--- src/ors_pkg.sv ---
// ors_pkg: shared constants and types of the overload status reporting block.
// assumes a single 100 MHz system clock shared by every user of this package.
package ors_pkg;

    // ------------------------------------------------------------------
    // timing
    // ------------------------------------------------------------------
    localparam int CLK_PERIOD_NS = 10;
    localparam int PULSE_MIN_NS = 1000;
    // least time, so round up
    localparam int PULSE_CYCLES = (PULSE_MIN_NS + CLK_PERIOD_NS - 1) / CLK_PERIOD_NS;

    // ------------------------------------------------------------------
    // field layout and reset values
    // ------------------------------------------------------------------
    localparam int OVL_WIDTH = 3;
    localparam int OVL_BIT_INPUT = 0;
    localparam int OVL_BIT_SUM = 1;
    localparam int OVL_BIT_OUTPUT = 2;
    localparam int CE_WIDTH = 8;
    localparam int SUM_BIT_OVERLOAD = 0;
    localparam int SUM_BIT_COMM = 1;
    localparam int SUM_BIT_STD = 2;
    localparam logic [7:0] MASK_RESET = 8'h00;
    localparam logic PULSE_MODE_OFF = 1'b0;
    localparam logic PULSE_MODE_ON = 1'b1;

    // ------------------------------------------------------------------
    // last key codes
    // ------------------------------------------------------------------
    localparam logic [3:0] KEY_NONE = 4'h0;
    localparam logic [3:0] KEY_POLARITY = 4'h1;
    localparam logic [3:0] KEY_GAIN_UP = 4'h2;
    localparam logic [3:0] KEY_GAIN_DOWN = 4'h3;
    localparam logic [3:0] KEY_OFFSET_UP = 4'h4;
    localparam logic [3:0] KEY_OFFSET_DOWN = 4'h5;
    localparam logic [3:0] KEY_GAIN_RESET = 4'h6;
    localparam logic [3:0] KEY_OFFSET_RESET = 4'h7;
    localparam logic [3:0] KEY_AUTOCAL = 4'h8;

    // ------------------------------------------------------------------
    // host commands
    // ------------------------------------------------------------------
    typedef enum logic [3:0] {
        CMD_OVL_READ = 4'b0000,
        CMD_OVL_MASK_WRITE = 4'b0001,
        CMD_OVL_MASK_READ = 4'b0010,
        CMD_CE_READ = 4'b0011,
        CMD_CE_MASK_WRITE = 4'b0100,
        CMD_CE_MASK_READ = 4'b0101,
        CMD_PULSE_WRITE = 4'b0110,
        CMD_PULSE_READ = 4'b0111,
        CMD_KEY_READ = 4'b1000,
        CMD_SUMMARY_QUERY = 4'b1001,
        CMD_CLEAR_ALL = 4'b1010
    } ors_cmd_type;

endpackage : ors_pkg

--- src/ors_pulse.sv ---
// ors_pulse: stretches a one-cycle start into an active-high pulse of fixed least length.
// assumes start is a one-cycle pulse synchronous to clk_sys.
module ors_pulse #(
    parameter int CYCLES = ors_pkg::PULSE_CYCLES
) (
    // clock and reset
    input wire logic clk_sys,
    input wire logic reset,
    // control
    input wire logic start,
    output logic active
);

    logic [15:0] count;
    logic [15:0] next_count;

    // a new start while running restarts the full length
    always_comb begin
        next_count = count;
        if (start) begin
            next_count = 16'(CYCLES);
        end else if (count != 16'h0000) begin
            next_count = count - 16'h0001;
        end
    end

    always_ff @(posedge clk_sys) begin
        if (reset) begin
            count <= 16'h0000;
        end else begin
            count <= next_count;
        end
    end

    assign active = (count != 16'h0000);

endmodule : ors_pulse

--- src/ors_status.sv ---
// ors_status: overload and communication-error status, service request line,
// pulse mode and last key code of an instrument module.
// assumes the command parser delivers one decoded command per cmd_valid pulse.

// Summary of operation
// - reading overload register clears exactly the bits returned by that read
// - overload mask writable and readable, whole word or one indexed bit
// - comm error mask writable and readable, whole word or one indexed bit
// - pulse mode encoded 0 off (latched), 1 on (pulsed), writable and readable
// - pulse mode on: each new request drives request line low at least 1 us
// - pulse mode off: request line held low until full summary byte query
// - pulse mode powers up off; command reset leaves it unchanged
// - key codes 1 polarity, 2-3 gain keys, 4-5 offset keys
// - combined keys: 6 gain reset, 7 offset reset, 8 autocalibrate
// - unindexed summary query releases latched request line; indexed query leaves it
// - reading last key code clears it to 0
// - clear-all clears standard event, comm error and overload registers
module ors_status (
    // clock and reset
    input wire logic clk_sys,
    input wire logic reset,
    input wire logic command_reset,
    // host command
    input wire logic cmd_valid,
    input wire ors_pkg::ors_cmd_type cmd_code,
    input wire logic cmd_indexed,
    input wire logic [2:0] cmd_index,
    input wire logic [7:0] cmd_data,
    // host response
    output logic resp_valid,
    output logic [7:0] resp_data,
    // event sources
    input wire logic overload_input,
    input wire logic overload_sum,
    input wire logic overload_output,
    input wire logic [7:0] comm_error_set,
    input wire logic key_valid,
    input wire logic [3:0] key_code,
    input wire logic std_event_summary,
    // status outputs
    output logic std_event_clear,
    output logic service_request_n
);

    // ------------------------------------------------------------------
    // state
    // ------------------------------------------------------------------
    logic [2:0] overload_event_register;
    logic [2:0] next_overload_event_register;
    logic [2:0] overload_prev;
    logic [7:0] overload_event_mask;
    logic [7:0] next_overload_event_mask;
    logic [7:0] comm_error_register;
    logic [7:0] next_comm_error_register;
    logic [7:0] comm_error_mask;
    logic [7:0] next_comm_error_mask;
    logic pulse_request_mode;
    logic next_pulse_request_mode;
    logic [3:0] last_key_code;
    logic [3:0] next_last_key_code;
    logic request_latched;
    logic next_request_latched;
    logic request_prev;
    logic next_resp_valid;
    logic [7:0] next_resp_data;
    logic next_std_event_clear;
    logic [2:0] overload_now;
    logic [2:0] overload_rise;
    logic [7:0] summary_byte;
    logic request_now;
    logic request_new;
    logic pulse_active;

    // whole word, or only the indexed bit
    function automatic logic [7:0] sel_bits(input logic indexed, input logic [2:0] idx);
        sel_bits = indexed ? (8'h01 << idx) : 8'hFF;
    endfunction : sel_bits

    // answer is the whole word, or the indexed bit moved to bit 0
    function automatic logic [7:0] read_value(input logic [7:0] word, input logic indexed,
                                              input logic [2:0] idx);
        read_value = indexed ? {7'h00, word[idx]} : word;
    endfunction : read_value

    // writes whole word, or the indexed bit from bit 0 of the data
    function automatic logic [7:0] write_value(input logic [7:0] word, input logic indexed,
                                               input logic [2:0] idx, input logic [7:0] data);
        logic [7:0] m;
        m = sel_bits(indexed, idx);
        write_value = indexed ? ((word & ~m) | ({8{data[0]}} & m)) : data;
    endfunction : write_value

    // ------------------------------------------------------------------
    // event detection
    // ------------------------------------------------------------------
    always_comb begin
        overload_now = 3'b000;
        overload_now[ors_pkg::OVL_BIT_INPUT] = overload_input;
        overload_now[ors_pkg::OVL_BIT_SUM] = overload_sum;
        overload_now[ors_pkg::OVL_BIT_OUTPUT] = overload_output;
    end

    // rising edge only, so a persisting overload does not refill a cleared flag
    assign overload_rise = overload_now & ~overload_prev;

    always_comb begin
        summary_byte = 8'h00;
        summary_byte[ors_pkg::SUM_BIT_OVERLOAD] =
            |({5'h00, overload_event_register} & overload_event_mask);
        summary_byte[ors_pkg::SUM_BIT_COMM] = |(comm_error_register & comm_error_mask);
        summary_byte[ors_pkg::SUM_BIT_STD] = std_event_summary;
    end

    assign request_now = |summary_byte;
    assign request_new = request_now & ~request_prev;

    // ------------------------------------------------------------------
    // command execution
    // ------------------------------------------------------------------
    always_comb begin
        logic [7:0] sel;
        sel = sel_bits(cmd_indexed, cmd_index);
        next_overload_event_register = overload_event_register;
        next_overload_event_mask = overload_event_mask;
        next_comm_error_register = comm_error_register;
        next_comm_error_mask = comm_error_mask;
        next_pulse_request_mode = pulse_request_mode;
        next_last_key_code = last_key_code;
        next_request_latched = request_latched;
        next_resp_valid = 1'b0;
        next_resp_data = 8'h00;
        next_std_event_clear = 1'b0;
        if (cmd_valid) begin
            case (cmd_code)
                ors_pkg::CMD_OVL_READ: begin
                    next_resp_valid = 1'b1;
                    next_resp_data = read_value({5'h00, overload_event_register},
                                                cmd_indexed, cmd_index);
                    next_overload_event_register = overload_event_register & ~sel[2:0];
                end
                ors_pkg::CMD_OVL_MASK_WRITE: begin
                    next_overload_event_mask = write_value(overload_event_mask, cmd_indexed,
                                                           cmd_index, cmd_data);
                end
                ors_pkg::CMD_OVL_MASK_READ: begin
                    next_resp_valid = 1'b1;
                    next_resp_data = read_value(overload_event_mask, cmd_indexed,
                                                cmd_index);
                end
                ors_pkg::CMD_CE_READ: begin
                    next_resp_valid = 1'b1;
                    next_resp_data = read_value(comm_error_register, cmd_indexed, cmd_index);
                    next_comm_error_register = comm_error_register & ~sel;
                end
                ors_pkg::CMD_CE_MASK_WRITE: begin
                    next_comm_error_mask = write_value(comm_error_mask, cmd_indexed,
                                                       cmd_index, cmd_data);
                end
                ors_pkg::CMD_CE_MASK_READ: begin
                    next_resp_valid = 1'b1;
                    next_resp_data = read_value(comm_error_mask, cmd_indexed, cmd_index);
                end
                ors_pkg::CMD_PULSE_WRITE: begin
                    next_pulse_request_mode = cmd_data[0];
                end
                ors_pkg::CMD_PULSE_READ: begin
                    next_resp_valid = 1'b1;
                    next_resp_data = {7'h00, pulse_request_mode};
                end
                ors_pkg::CMD_KEY_READ: begin
                    next_resp_valid = 1'b1;
                    next_resp_data = {4'h0, last_key_code};
                    next_last_key_code = ors_pkg::KEY_NONE;
                end
                ors_pkg::CMD_SUMMARY_QUERY: begin
                    next_resp_valid = 1'b1;
                    next_resp_data = read_value(summary_byte, cmd_indexed, cmd_index);
                    if (!cmd_indexed) begin
                        next_request_latched = 1'b0;
                    end
                end
                ors_pkg::CMD_CLEAR_ALL: begin
                    next_overload_event_register = 3'b000;
                    next_comm_error_register = 8'h00;
                    next_std_event_clear = 1'b1;
                end
                default: begin
                end
            endcase
        end
        // new events win over a clear in the same cycle
        next_overload_event_register = next_overload_event_register | overload_rise;
        next_comm_error_register = next_comm_error_register | comm_error_set;
        if (key_valid) begin
            next_last_key_code = key_code;
        end
        // command reset forgets the last key only; masks and pulse mode are kept
        if (command_reset) begin
            next_last_key_code = ors_pkg::KEY_NONE;
        end
        // latched mode only; pulse mode uses the stretcher instead
        if (request_new && pulse_request_mode == ors_pkg::PULSE_MODE_OFF) begin
            next_request_latched = 1'b1;
        end
        if (pulse_request_mode == ors_pkg::PULSE_MODE_ON) begin
            next_request_latched = 1'b0;
        end
    end

    // ------------------------------------------------------------------
    // registers
    // ------------------------------------------------------------------
    always_ff @(posedge clk_sys) begin
        if (reset) begin
            overload_event_register <= 3'b000;
            overload_prev <= 3'b000;
            overload_event_mask <= ors_pkg::MASK_RESET;
            comm_error_register <= 8'h00;
            comm_error_mask <= ors_pkg::MASK_RESET;
            pulse_request_mode <= ors_pkg::PULSE_MODE_OFF;
            last_key_code <= ors_pkg::KEY_NONE;
            request_latched <= 1'b0;
            request_prev <= 1'b0;
            resp_valid <= 1'b0;
            resp_data <= 8'h00;
            std_event_clear <= 1'b0;
        end else begin
            overload_event_register <= next_overload_event_register;
            overload_prev <= overload_now;
            // command reset keeps masks and pulse mode as they are
            overload_event_mask <= next_overload_event_mask;
            comm_error_register <= next_comm_error_register;
            comm_error_mask <= next_comm_error_mask;
            pulse_request_mode <= next_pulse_request_mode;
            last_key_code <= next_last_key_code;
            request_latched <= next_request_latched;
            request_prev <= request_now;
            resp_valid <= next_resp_valid;
            resp_data <= next_resp_data;
            std_event_clear <= next_std_event_clear;
        end
    end

    // ------------------------------------------------------------------
    // service request line
    // ------------------------------------------------------------------
    ors_pulse #(
        .CYCLES(ors_pkg::PULSE_CYCLES)
    ) u_pulse (
        .clk_sys(clk_sys),
        .reset(reset),
        .start(request_new && pulse_request_mode == ors_pkg::PULSE_MODE_ON),
        .active(pulse_active)
    );

    assign service_request_n = ~(request_latched | pulse_active);

endmodule : ors_status

--- config.mk ---
export PLATFORM = sky130hd
export DESIGN_NAME = ors_status
export DESIGN_NICKNAME = d
export VERILOG_FILES = /design/src/ors_pkg.sv /design/src/ors_pulse.sv /design/src/ors_status.sv
export SDC_FILE = /design/constraint.sdc
export NUM_CORES = 1
export LEC_CHECK = 0
export ABC_AREA = 1
export BUFFER_PORTS_ARGS = -buffer_cell sky130_fd_sc_hd__buf_2
export CAP_MARGIN = 20
export CORE_ASPECT_RATIO = 1.2
export CORE_MARGIN = 4
export CORE_UTILIZATION = 40
export CTS_BUF_LIST = sky130_fd_sc_hd__clkbuf_4
export DETAILED_ROUTE_END_ITERATION = 7
export GPL_TIMING_DRIVEN = 0
export PLACE_DENSITY_LB_ADDON = 0.3
export SLEW_MARGIN = 25
export SYNTH_ARGS = -nofsm -noshare
export SYNTH_HDL_FRONTEND = slang
export SYNTH_SLANG_ARGS = --single-unit
export TNS_END_PERCENT = 10
--- constraint.sdc ---
create_clock -name clk_sys -period 1.95 [get_ports clk_sys]
set_input_delay 0.195 -clock clk_sys [delete_from_list [all_inputs] [get_ports clk_sys]]
set_output_delay 0.195 -clock clk_sys [all_outputs]
set_load 0.01 [all_outputs]
* Word-level counts from Yosys, hierarchy flattened *
Cells that the tools add are included.

word-level totals
  register bits = 63
  bits of input ports = 37
  output and inout bits = 11
  logic and storage cells = 105

operators by class
  add/subtract/negate cells = 1
  order comparisons = 1
  eq/ne operators = 11
  shift-type cells = 1
  multiplexer cells = 34
  bitwise logic cells = 21
  reductions and logical operators = 22

operator list
  kind                   number
  $mux 8                 7
  $pmux 8 s7             1
  $and 8x8->8            5
  $or 8x8->8             3
  $reduce_or 17->1       1
  $eq 4x3->1 const B     4
  $pmux 8 s2             1
  $reduce_bool 16->1     1
  $reduce_or 8->1        2
  $sub 16x1->16 const B  1
  $bmux 1 s3             5
  $mux 7                 2
  $eq 4x4->1 const B     3
  $mux 4                 3
  $mux 1                 11
  $reduce_bool 2->1      5
  $mux 3                 3
  $and 3x8->8            1
  $eq 4x2->1 const B     2
  $not 8->8              1
  $reduce_and 2->1       4
  $reduce_or 2->1        4
  $shl 1x3->8 const A    1
  $reduce_or 7->1        1
  other kinds (13)       19

* Depth between registers and ports, before layout *
  depth in word-level cells = 7
  gate-level depth with buffers = 11
  depth with buffers taken out = 11

* By module *
A second synthesis with hierarchy kept.

unflattened totals
  cell total of the unflattened synthesis = 586
  area, all modules = 3624.7 µm²

modules (own cells, without submodules)
  module      times used  cells an instance  area each (µm²)  seq. area each (µm²)
  ors_status  1           434                2660.1           940.9
  ors_pulse   1           152                964.7            320.3

* Least setup slack after synthesis *
Ideal clock, no wire load.

  path kind = reg-to-reg
  from = reg u_pulse.count[0]
  to = reg u_pulse.count[9]
  library setup time = 0.114 ns
  data arrival time = 1.283 ns
  required time = 1.836 ns
  setup slack = 0.552 ns
  stages on the path, launching flop included = 9
  path buffers = 0
  period minus slack after synthesis = 1.398 ns
  path through = dfxtp_1 > inv_1 > ha_1 > nand2_1 > nor3_2 > nand2_2 > nand3_1 > xor2_1 > nor2_1

between the ends
  longest elaborated chain between the ends = 1
  elaborated cells on any way between the ends = 2
  those cells by class = 1 x add/sub; 1 x reduce/logical

RTL lines
  element                                              RTL line                          text
  from (decl)                                          ors_pulse.sv:14                   logic [15:0] count;
  from (signal assigned)                               ors_pulse.sv:31                   count <= next_count;
  $sub 16x1->16 or $reduce_bool 16->1 (tied branches)  ors_pulse.sv:23, ors_pulse.sv:22

Several ways; a longest one is shown, not always the timed one.
A chain may end at the register's enable or synchronous reset.

* Final worst setup path *
  from = reg u_pulse.count[7]
  to = out service_request_n

between the ends
  longest elaborated chain between the ends = 3

RTL lines
  element             RTL line           text
  $reduce_bool 16->1  ors_pulse.sv:35    assign active = (count != 16'h0000);
  $or 1x1->1          ors_status.sv:256  assign service_request_n = ~(request_latched | pulse_active);
  $not 1->1           ors_status.sv:256
  to (decl)           ors_status.sv:42   output logic service_request_n

Every way passes these cells.

==> results by group <==
Run status
  • Status: completed

Logic synthesis
  • Top cell type's share of synthesized area: 0.364
  • Synth unique cells: 45
  • Most used DFF post-synth: dfxtp_1
  • Sequential cell area fraction in the yosys report: 0.364
  • Syn_area_per_cell: 6.70 µm²
  • EDFF count, synth: 0
  • Yosys reg bits: 63
  • Cell count after synthesis: 517
  • FFs w/ async S/R, synth: 0
  • Most area-consuming cells after synthesis: dfxtp_1, nand2_1, nor2_1, inv_1, nand3_1
  • Leading area contributor after synthesis: dfxtp_1
  • Synthesized area: 3470 µm²
  • Synthesis Warnings: 0
  • Syn nets: 555

Critical path
  • Setup CP Type: reg2out
  • Crit-path max cell delay: 350 ps
  • Worst r2r src: comm_error_register[2]
  • Cell count along the critical path: 6
  • Register-to-Register Path Depth: 10
  • Crit start category: flip-flop
  • Worst reg2reg path endpoint: u_pulse.count[8]
  • Cells along the critical path: nor2_1 -> nand2_2 -> nor3_4 -> nand2_2 -> nor2_2 -> buf_2
  • CP endpoint: service_request_n
  • Critical Path Most Common Cell: nand2_2
  • Arrival time worst endpoint: 1640 ps
  • Critical Path Start: u_pulse.count[7]
  • Worst-path maximum fanout: 4
  • Worst path bufs/invs: 1
  • Setup crit end kind: primary output
  • Reg2Reg Setup Slack: 390 ps
  • Crit path required time: 1750 ps
  • CP max-delay cell: dfxtp_1
  • Crit-path leading delay family: simple AND/OR/NAND/NOR gates

Route
  • DR vias/cell: 5.06
  • Pre-antenna DRT Iters: 5
  • Antenna-violating nets left: 0
  • Number of DRC markers in iteration 0: 223
  • DRC viols: 0
  • Total number of vias: 3609
  • Routed len/inst: 14.4 µm
  • Total wire length: 10300 µm

Floorplanning
  • DIE WIDTH: 93.0 µm
  • DIE AREA: 10200 µm²
  • Height of the die: 110 µm
  • Initial Utilization: 0.418
  • IO Pins: 48
  • Core area: 8290 µm²
  • # rows: 36

Clock tree
  • CTS tree: done
  • Number of clock sinks: 63
  • Clock Root Buffer: clkbuf_4
  • Worst-Skew Late Latency: 440 ps
  • H-tree Lvls: 3
  • Clock transition at path regs: 100 ps
  • TritonCTS buffer count: 9
  • Clock Path Buffers: 2

Power and ir drop
  • Pwr dens: 1010 nW/µm²
  • Largest vdd supply drop: 0.315 mV
  • P_leak: 1.97 nW

Global routing
  • Largest net degree at the start of global routing: 13
  • M3 GR Usage: 0.0468
  • Met1 GRT Util: 0.241
  • Gr busiest metal: met2
  • Grt total ovfl: 0
  • First-pass GRT wire length: 16300 µm
  • Vias in the first global route: 3441
  • Initial antenna violation count: 0
  • GRT Resource Usage Total: 0.210
  • Met2 usage: 0.364

Cells and area
  • Layout net count: 632
  • Most frequent cells in the layout: nand2_1, dfxtp_1, nor2_1, inv_1, buf_2
  • Inserted Diodes: 0
  • Leading cell type in the layout, fill and taps excluded: nand2_1
  • Synth-to-Final Area Change: 21.6%
  • Layout cells sized above 1: 0.199

STA
  • Worst Hold Margin: 39.1 ps
  • Relative slew margins: 0.412
  • Minimum clock period: 1830 ps
  • Final Hold Fails: 0
  • FMAX: 546 MHz
  • Worst Tran Pin Value: 876 ps
  • Final worst setup slack: 120 ps
  • Max-slew violations: 0
  • Fin crit share: 0.939
  • Clk_skew: 15.9 ps
  • Total Negative Setup Slacks: 0 ps
  • Setup violators final: 0

Placed design
  • Post-Place Setup Slack: 243 ps
  • Hpwl dp: 7580 µm
  • Routability cong.: 0.941
  • Port bufs: 47

Min path
  • Worst Hold Path Cells: 3
  • Worst hold path class: in2reg

Flow run
  • Max-cap viol count: 0
==> through the flow <==
step | total power [mW] | util | cell area, µm² | cells
floorplan | 2.78 | - | 3470 | 517
global placement | 3.11 | 0.464 | 3840 | 678
finish | 4.27 | 0.508 | 4210 | 713
CTS | 4.17 | 0.502 | 4160 | 710
global route | 4.61 | 0.508 | 4210 | 713
detailed placement | 3.12 | 0.464 | 3840 | 678
==> cells in the mapped netlist (2+ instances only) <==
cell,instances
a211oi_2,2
a31oi_1,6
o21ai_0,18
nand2_1,139
nor2_4,4
clkbuf_1,4
xor2_1,9
nor4_1,3
o311ai_0,2
o32ai_1,2
o21ai_2,2
inv_2,6
o221ai_1,3
o31ai_1,2
inv_1,61
nor2_2,5
or2_2,4
nand2_2,3
a21oi_2,2
a21oi_1,33
o211ai_1,2
buf_6,2
buf_4,2
a211oi_1,7
nor2_1,64
nor3_4,2
o21ai_1,6
nor3_1,6
nand3_1,35
nand4_1,3
dfxtp_1,63
buf_2,2
==> power breakdown <==
part           leakage, nW  internal (mW)  switching [mW]
Combinational         1.37          0.720           0.989
Clock               0.0759          0.391           0.520
Sequential           0.516           1.47           0.179
Total                 1.97           2.58            1.69
==> cell families after synthesis <==
logic type	after synthesis	share of synthesized area
AND/OR/NAND/NOR	274	0.355
flip-flops	63	0.364
adder cells (fa/ha/maj)	1	0.00361
XOR/XNOR	10	0.0253
AO/OA/AOI/OAI	90	0.159
buffers and inverters	79	0.0935
==> area by class of cell <==
class                   instances  area, µm²
repair buffers                 66        415
flip-flops and latches         63       1260
plain buffers                  10       62.6
fillers                       896       4070
multi-input cells             375       1930
well taps                     114        143
clock buffers                   9       67.6
inverters                      69        262
clock inverters                 7       73.8
==> routing by layer <==
layer,routed length (µm),share of wire
met1,4300,0.42
met2,5150,0.50
met3,499,0.049
met4,340,0.033
met5,0,0
==> worst register-to-register path: cells and delay by family (launching register included) <==
family | cells | cell delay, ps
AND/OR/NAND/NOR | 9 | 950
buffers and inverters | 1 | 160
flip-flops | 1 | 390
==> how the worst min path moves through the flow <==
stage | start | endpoint
2_1_floorplan | overload_output | overload_prev[2]
6_report | key_valid | last_key_code[1]
4_1_cts | comm_error_set[7] | comm_error_register[7]
3_5_place_dp | overload_input | overload_prev[0]
3_3_place_gp | overload_output | overload_prev[2]
5_1_grt | comm_error_set[7] | comm_error_register[7]
==> timing repair <==
action                                  CTS  global route
resized for setup                         4            10
buffers inserted                          1             3
pin swaps                                 1             1
endpoints found under the setup margin    1             1
hold buffers                             15             0
endpoints found under the hold margin    14             0
Note: power is estimated with default switching activity, not from simulation.
